File: src/rtl/tcp_pkg.sv
// Purpose: constants for the test cell / pattern control and status block
// Assumes: classic wishbone slave with 32-bit data, byte register in lane 0
// Notes:   offset, field positions, resets and counts live here; bit counter and read-back packing use literals
package tcp_pkg;

  // ****************************************************************
  // register map
  // ****************************************************************
  localparam logic [7:0]  CSR_ADDR      = 8'h18; // byte address of index 6
  localparam logic [7:0]  CSR_RESET     = 8'h00;
  localparam int          BIT_MODE      = 7;
  localparam int          BIT_OH_IN     = 6;
  localparam int          BIT_UNUSED    = 5;
  localparam int          BIT_ENABLE    = 4;
  localparam int          BIT_RSVD      = 3;
  localparam int          BIT_BURST     = 2;
  localparam int          BIT_DONE      = 1;
  localparam int          BIT_LOCK      = 0;
  localparam logic [7:0]  WR_MASK       = 8'hDC; // writable bits 7,6,4,3,2

  // ****************************************************************
  // generator and receiver
  // ****************************************************************
  localparam logic [10:0] BURST_CELLS   = 11'h400; // 1024 cells
  localparam logic [10:0] CNT_RESET     = 11'h000;
  localparam logic [5:0]  CELL_BYTES    = 6'h30;   // payload bytes per cell
  localparam logic [5:0]  BYTE_RESET    = 6'h00;
  localparam logic [14:0] LFSR_SEED     = 15'h7FFF;
  localparam logic [3:0]  LOCK_RUN      = 4'hF;    // good bits before the one that locks
  localparam logic [3:0]  RUN_RESET     = 4'h0;
  localparam logic [15:0] ERR_RESET     = 16'h0000;

  typedef enum logic [2:0] {
    TCP_IDLE  = 3'b001,
    TCP_RUN   = 3'b010,
    TCP_DONE  = 3'b100
  } tcp_gen_e;

endpackage : tcp_pkg

File: src/rtl/tcp_ctl_if.sv
`timescale 1ns/10ps
// Purpose: control bundle between the register block and the pattern parts
// Assumes: single clock domain
// Notes:   ctl side drives enables, pattern side reports status
interface tcp_ctl_if;
  logic       gen_en;   // generator may run
  logic       rx_en;    // receiver may search for lock
  logic       clear_md; // clear-channel mode
  logic       locked;   // receiver has lock
  logic       err_pulse;// one bit error after lock

  modport ctl (output gen_en, output rx_en, output clear_md,
               input locked, input err_pulse);
  modport pat (input gen_en, input rx_en, input clear_md,
               output locked, output err_pulse);
endinterface : tcp_ctl_if

File: src/rtl/tcp_test_ctl.sv
`timescale 1ns/10ps
// Purpose: test cell / pattern control and status register with generator
// Assumes: classic wishbone, 32-bit data, one register, ack one cycle later
// Notes:   generator runs one payload bit per clock; cell is 48 bytes
module tcp_test_ctl (
  input  wire logic        clock,
  input  wire logic        srst,
  input  wire logic        wb_cyc_i,
  input  wire logic        wb_stb_i,
  input  wire logic        wb_we_i,
  input  wire logic [7:0]  wb_adr_i,
  input  wire logic [3:0]  wb_sel_i,
  input  wire logic [31:0] wb_dat_i,
  output logic      [31:0] wb_dat_o,
  output logic             wb_ack_o,
  input  wire logic        rx_pattern_in,
  input  wire logic        rx_pattern_valid,
  input  wire logic        tx_serial_payload_in,
  output logic             tx_pattern_out,
  output logic             tx_pattern_valid,
  output logic             cell_start,
  output logic             overhead_take,
  output logic             overhead_bit,
  output logic             error_event,
  output logic [15:0]      error_count
);

  tcp_ctl_if ctl ();

  logic [7:0]   csr_q;
  logic         en_prev_q;
  tcp_pkg::tcp_gen_e state_q;
  tcp_pkg::tcp_gen_e state_d;
  logic [10:0]  cells_q;
  logic [5:0]   byte_q;
  logic [2:0]   bitc_q;
  logic [14:0]  lfsr_q;
  logic         ack_q;
  logic [31:0]  rdat_q;
  logic         tx_bit_q;
  logic         tx_vld_q;
  logic         cstart_q;
  logic         oh_take_q;
  logic         oh_bit_q;
  logic         err_ev_q;
  logic [15:0]  err_cnt_q;
  logic         ser_m_q;
  logic         ser_s_q;
  logic         rxb_m_q;
  logic         rxb_s_q;
  logic         rxv_m_q;
  logic         rxv_s_q;

  // ****************************************************************
  // bus decode
  // ****************************************************************
  wire logic   req      = wb_cyc_i & wb_stb_i & ~ack_q;
  wire logic   hit      = (wb_adr_i == tcp_pkg::CSR_ADDR);
  wire logic   wr_csr   = req & wb_we_i & hit & wb_sel_i[0];
  wire logic [7:0] wr_val =
    (wb_dat_i[7:0] & tcp_pkg::WR_MASK) | (csr_q & ~tcp_pkg::WR_MASK);

  // ****************************************************************
  // control field decode
  // ****************************************************************
  // mode select
  wire logic   clear_md = csr_q[tcp_pkg::BIT_MODE];
  wire logic   enable   = csr_q[tcp_pkg::BIT_ENABLE];
  wire logic   burst_md = csr_q[tcp_pkg::BIT_BURST] & ~clear_md;
  wire logic   en_rise  = enable & ~en_prev_q;
  wire logic   last_bit = (bitc_q == 3'h7);
  wire logic   last_byt = (byte_q == tcp_pkg::CELL_BYTES - 6'h1);
  wire logic   cell_end = last_bit & last_byt;
  wire logic   running  = (state_q == tcp_pkg::TCP_RUN);
  wire logic   lfsr_fb  = lfsr_q[14] ^ lfsr_q[13];
  // done meaningful only in burst cell mode
  wire logic   done_bit = burst_md & (state_q == tcp_pkg::TCP_DONE);
  wire logic [7:0] rd_val = {csr_q[7:6], 1'b0, csr_q[4:2],
                             done_bit, ctl.locked};

  // one enable drives both generator and receiver in either mode
  assign ctl.gen_en   = running;
  assign ctl.rx_en    = enable;
  assign ctl.clear_md = clear_md;

  // ****************************************************************
  // generator state machine
  // ****************************************************************
  // a write that turns enable off wins immediately over the burst count
  always_comb begin
    state_d = state_q;
    unique case (state_q)
      tcp_pkg::TCP_IDLE: begin
        if (enable) begin
          state_d = tcp_pkg::TCP_RUN;
        end
      end
      tcp_pkg::TCP_RUN: begin
        if (!enable) begin
          state_d = tcp_pkg::TCP_IDLE;
        end else if (burst_md && cell_end &&
                     cells_q == tcp_pkg::BURST_CELLS - 11'h1) begin
          state_d = tcp_pkg::TCP_DONE;
        end
      end
      tcp_pkg::TCP_DONE: begin
        if (en_rise) begin
          state_d = tcp_pkg::TCP_RUN;
        end else if (!burst_md) begin
          state_d = enable ? tcp_pkg::TCP_RUN : tcp_pkg::TCP_IDLE;
        end
      end
      default: state_d = tcp_pkg::TCP_IDLE;
    endcase
  end

  // state, register and enable history
  always_ff @(posedge clock) begin
    if (srst) begin
      state_q   <= tcp_pkg::TCP_IDLE;
      csr_q     <= tcp_pkg::CSR_RESET;
      en_prev_q <= 1'b0;
    end else begin
      state_q   <= state_d;
      csr_q     <= wr_csr ? wr_val : csr_q;
      en_prev_q <= enable;
    end
  end

  // ****************************************************************
  // cell, byte and bit counters with payload sequence
  // ****************************************************************
  // continuous run
  always_ff @(posedge clock) begin
    if (srst || state_d != tcp_pkg::TCP_RUN || en_rise) begin
      cells_q <= tcp_pkg::CNT_RESET;
      byte_q  <= tcp_pkg::BYTE_RESET;
      bitc_q  <= 3'h0;
      lfsr_q  <= tcp_pkg::LFSR_SEED;
    end else if (running) begin
      bitc_q <= bitc_q + 3'h1;
      lfsr_q <= {lfsr_q[13:0], lfsr_fb};
      if (last_bit) begin
        byte_q <= last_byt ? tcp_pkg::BYTE_RESET : byte_q + 6'h1;
      end
      // count wraps harmlessly in continuous mode
      if (cell_end) begin
        cells_q <= cells_q + 11'h1;
      end
    end
  end

  // ****************************************************************
  // pin synchronisers
  // ****************************************************************
  always_ff @(posedge clock) begin
    ser_m_q <= tx_serial_payload_in;
    ser_s_q <= ser_m_q;
    rxb_m_q <= rx_pattern_in;
    rxb_s_q <= rxb_m_q;
    rxv_m_q <= rx_pattern_valid;
    rxv_s_q <= rxv_m_q;
  end

  // ****************************************************************
  // stream outputs
  // ****************************************************************
  always_ff @(posedge clock) begin
    if (srst) begin
      tx_bit_q  <= 1'b0;
      tx_vld_q  <= 1'b0;
      cstart_q  <= 1'b0;
      oh_take_q <= 1'b0;
      oh_bit_q  <= 1'b0;
    end else begin
      tx_bit_q  <= running & lfsr_fb;
      tx_vld_q  <= running;
      cstart_q  <= running & (bitc_q == 3'h0) &
                   (byte_q == tcp_pkg::BYTE_RESET);
      oh_take_q <= csr_q[tcp_pkg::BIT_OH_IN] & ~clear_md;
      oh_bit_q  <= csr_q[tcp_pkg::BIT_OH_IN] & ~clear_md & ser_s_q;
    end
  end

  // ****************************************************************
  // error accounting
  // ****************************************************************
  // count only locked errors
  always_ff @(posedge clock) begin
    if (srst || en_rise) begin
      err_ev_q  <= 1'b0;
      err_cnt_q <= tcp_pkg::ERR_RESET;
    end else begin
      err_ev_q  <= ctl.err_pulse;
      if (ctl.err_pulse && err_cnt_q != 16'hFFFF) begin
        err_cnt_q <= err_cnt_q + 16'h0001; // saturates, no wrap
      end
    end
  end

  // ****************************************************************
  // bus answer
  // ****************************************************************
  // unmapped addresses still ack and read zero, writes dropped
  always_ff @(posedge clock) begin
    if (srst) begin
      ack_q  <= 1'b0;
      rdat_q <= 32'h0000_0000;
    end else begin
      ack_q  <= req;
      rdat_q <= (req && hit) ? {24'h00_0000, rd_val} : 32'h0000_0000;
    end
  end

  tcp_pattern_rx u_rx (
    .clock    (clock),
    .srst     (srst),
    .rx_bit   (rxb_s_q),
    .rx_valid (rxv_s_q),
    .ctl      (ctl.pat)
  );

  assign wb_ack_o         = ack_q;
  assign wb_dat_o         = rdat_q;
  assign tx_pattern_out   = tx_bit_q;
  assign tx_pattern_valid = tx_vld_q;
  assign cell_start       = cstart_q;
  assign overhead_take    = oh_take_q;
  assign overhead_bit     = oh_bit_q;
  assign error_event      = err_ev_q;
  assign error_count      = err_cnt_q;

endmodule : tcp_test_ctl

File: src/rtl/tcp_pattern_rx.sv
`timescale 1ns/10ps
// Purpose: pattern receiver, self-synchronising 15-bit sequence checker
// Assumes: rx_bit valid each cycle rx_valid is high, same clock
// Notes:   lock after a run of good bits; lock lost only when disabled
module tcp_pattern_rx (
  input  wire logic clock,
  input  wire logic srst,
  input  wire logic rx_bit,
  input  wire logic rx_valid,
  tcp_ctl_if.pat    ctl
);

  logic [14:0] hist_q;
  logic [3:0]  run_q;
  logic        lock_q;
  logic        err_q;
  wire logic   pred_bit = hist_q[14] ^ hist_q[13];
  wire logic   bit_ok   = (pred_bit == rx_bit);
  wire logic   take     = ctl.rx_en & rx_valid;

  // ****************************************************************
  // history, run counter and lock
  // ****************************************************************
  // history self-seeds from the incoming stream, so no seed alignment
  always_ff @(posedge clock) begin
    if (srst || !ctl.rx_en) begin
      hist_q <= tcp_pkg::LFSR_SEED;
      run_q  <= tcp_pkg::RUN_RESET;
      lock_q <= 1'b0;
      err_q  <= 1'b0;
    end else begin
      err_q <= 1'b0;
      if (take) begin
        hist_q <= {hist_q[13:0], rx_bit};
        if (!lock_q) begin
          run_q  <= bit_ok ? run_q + 4'h1 : tcp_pkg::RUN_RESET;
          lock_q <= bit_ok && (run_q == tcp_pkg::LOCK_RUN);
        end
        err_q <= lock_q & ~bit_ok;
      end
    end
  end

  assign ctl.locked    = lock_q;
  assign ctl.err_pulse = err_q;

endmodule : tcp_pattern_rx

File: config.mk
export PLATFORM = sky130hd
export DESIGN_NAME = tcp_test_ctl
export DESIGN_NICKNAME = d
export VERILOG_FILES = /design/src/rtl/tcp_pkg.sv /design/src/rtl/tcp_ctl_if.sv /design/src/rtl/tcp_test_ctl.sv /design/src/rtl/tcp_pattern_rx.sv
export SDC_FILE = /design/constraint.sdc
export NUM_CORES = 1
export LEC_CHECK = 0
export BUFFER_PORTS_ARGS = -buffer_cell sky130_fd_sc_hd__buf_2
export CAP_MARGIN = 10
export CORE_ASPECT_RATIO = 0.6
export CORE_MARGIN = 5
export CORE_UTILIZATION = 40
export CTS_CLUSTER_DIAMETER = 40
export DETAILED_ROUTE_END_ITERATION = 7
export REMOVE_ABC_BUFFERS = 1
export SKIP_LAST_GASP = 1
export SYNTH_ARGS = -nofsm -noshare
export SYNTH_HDL_FRONTEND = slang
export SYNTH_SLANG_ARGS = --single-unit
File: constraint.sdc
create_clock -name clock -period 1.6 [get_ports clock]
set_input_delay 0.08 -clock clock [delete_from_list [all_inputs] [get_ports clock]]
set_output_delay 0.08 -clock clock [all_outputs]
set_load 0.05 [all_outputs]
==> run metrics <==
Finished Layout Cells=745; commonest cells in the netlist=dfxtp_1, nand2_1, nor2_1, buf_4, mux2i_1; Max Clock Skew=0.00600 ns; flop and latch count out of synthesis=101; drt initial violations=212; antenna cells=0; Clock Tree Buf Depth=2; row count=29; final wirelength=10800 µm; GR met2 Demand/Resource=24.5%; Syn Inst Count=485; H-tree depth=3; crit path from=bitc_q[0]; run status=complete, but fails checks; top-area cell type share of the netlist area=45.8%; largest net degree at the start of global routing=36; asr flop ratio synth=0%; vias after detailed routing=3785; grt ovf=0; PwrDens=817 nW/µm²; Avg Cell Area, Syn=9.10 µm²; Req. time, crit path=1.83 ns; layout cells sized above 1=34.8%; Lkg Pwr=0.00246 µW; mapped cell area=4410 µm²; Pre-antenna DRT Iters=4; CP Capture Type=flop; vias in the first global route=3728; worst min-delay path class=in -> reg; die span in x=146 µm; GRT Total Usage=16.5%; flop2flop setup slack=-0.29 ns; Placed Cells incl. Taps=711; CP arrival=2.12 ns; Cell variety after synth=55; final setup fails=28; wire length of the first global-routing pass=18200 µm; RSZ-0062 raised after global routing=yes; area leader, netlist=dfxtp_1; grt met1 use=23.1%; Initial Util=41.4%; CP endpoint=cells_q[10]; initial antenna violation count=0; die area=13300 µm²; CTS tree=done; FF-to-FF Start=bitc_q[0]; top post-synthesis cells by area=dfxtp_1, mux2i_1, nand2_1; Warnings, synthesis=0; top-count cell post-synth=dfxtp_1; Tot Pwr=4910 µW; Die Ht=91.4 µm; RR Endpoint=cells_q[10]; GR peak layer=met2; wire length per cell=14.5 µm; Post-DP HPWL=7320 µm; worst skew pair latency=0.35 ns; Reg2Reg Depth=9; Num CTS Buffers=9; setup ws final=-0.294 ns; Layout Nets=662; Post-synth EDFFs=0; Tmin final=1.89 ns; Tcrit/Tclk final=118%; drt drc=0; CTS sink count=101; maximum VDD drop=0.000836 V; Vias per Instance=5.08; Root Driver=clkbuf_16; failing checks=setup timing; Top FF cell, synth=dfxtp_1; fin. max-slew vios=0; CP Class=reg -> reg; met3 Usage GRT=4.33%; Port Buffers=51; critical path startpoint category=flop; P&R area growth vs syn=36.4%; Ports=107; post-route ant nets=0; maximum capacitance violations=0; post-synthesis sequential area ratio=45.8%; Placer Congestion=0.858; Max Fanout on Critical Path=3; Fmax=528 MHz; Core ar.=10700 µm²; CTS clk-pin slew, worst paths=0.07 ns; final hold vios=0
## placed cells by master (no fill, tap or decap), types with 8 or more instances in the layout
cell / n
a211oi_2: 9
a21oi_1: 11
and2_1: 11
buf_2: 53
buf_4: 61
clkbuf_16: 9
conb_1: 25
dfxtp_1: 91
dfxtp_2: 9
dlygate4sd3_1: 8
inv_1: 11
mux2i_1: 25
nand2_1: 60
nand3_1: 12
nand4_1: 11
nand4b_1: 15
nor2_1: 26
nor3_2: 10
o21ai_0: 10
## per-layer routing
metal / wire (µm) / up-vias
li1: - / 1912
met1: 5480 / 1777
met2: 4630 / 85
met3: 556 / 11
met4: 160 / 0
met5: 0 / -
## how the worst min path moves through the flow
stage                        from        to  cells past startpoint
floorplan           rx_pattern_in   rxb_m_q                      0
global placement    rx_pattern_in   rxb_m_q                      1
detailed placement  rx_pattern_in   rxb_m_q                      1
CTS                      wb_cyc_i  wb_ack_o                      3
global route             wb_cyc_i  wb_ack_o                      3
finish                   wb_cyc_i  wb_ack_o                      3
## critical path, cell delays in order (launching register included)
cell and delay, ns:
dfxtp_2 0.36, ha_4 0.14, ha_4 0.13, and4bb_2 0.26, nand4_1 0.17, buf_4 0.20, buf_4 0.13, buf_4 0.13
o31ai_4 0.17, a211oi_1 0.11
## where the power goes
group | switching [µW] | leakage, µW | total, µW | internal [µW]
combinational | 178 | 0.00150 | 235 | 56.9
clock | 953 | 0.000138 | 2160 | 1200
sequential | 4.01 | 0.000822 | 2520 | 2520
## layout make-up
class	count	area [µm²]
fill	943	4650
multi-input combinational	345	2500
sequential	101	2040
timing repair buffer	133	975
clock buffer	9	225
tap	139	174
clock inverter	6	63.8
inverter	12	45.0
## stage by stage
step	setup TNS [ns]	instance area, µm²	hold slack (ns)	worst slack (ns)	util (%)
3_3_place_gp	-5.97	5150	0.184	-0.246	48.3
5_1_grt	-5.98	6020	0.0730	-0.388	56.4
2_1_floorplan	-50.00	4200	0.108	-1.32	-
4_1_cts	-4.35	5750	0.0378	-0.239	53.9
3_5_place_dp	-6.72	5150	0.184	-0.301	48.3
6_report	-2.57	6020	0.0474	-0.294	56.4
## logic make-up after synthesis
group	after synthesis	synth area share (%)
other cells	1	0.0850
mux	25	5.67
fa+ha+maj	8	2.27
buf+inv	63	7.91
xor+xnor	9	2.13
flops	101	45.8
compound gates	65	9.56
simple gates	213	26.5
## repair_timing
action                     in CTS  in global routing
hold buffers                    8                  0
gates resized for setup        39                 59
gates cloned                    2                  1
setup buffers                   6                  6
hold endpoints to repair        8                  0
pin swaps                      23                 29
setup endpoints to repair      51                 54
## state kept, by name (all words and copies together) (netlist names), 4 cells and up
| name | count |
|---|---|
| error_count | 16 |
| lfsr_q | 15 |
| u_rx.hist_q | 15 |
| cells_q | 11 |
| wb_dat_o | 7 |
| byte_q | 6 |
| csr_q | 5 |
| u_rx.run_q | 4 |
Note: power is estimated with default switching activity, not from simulation.
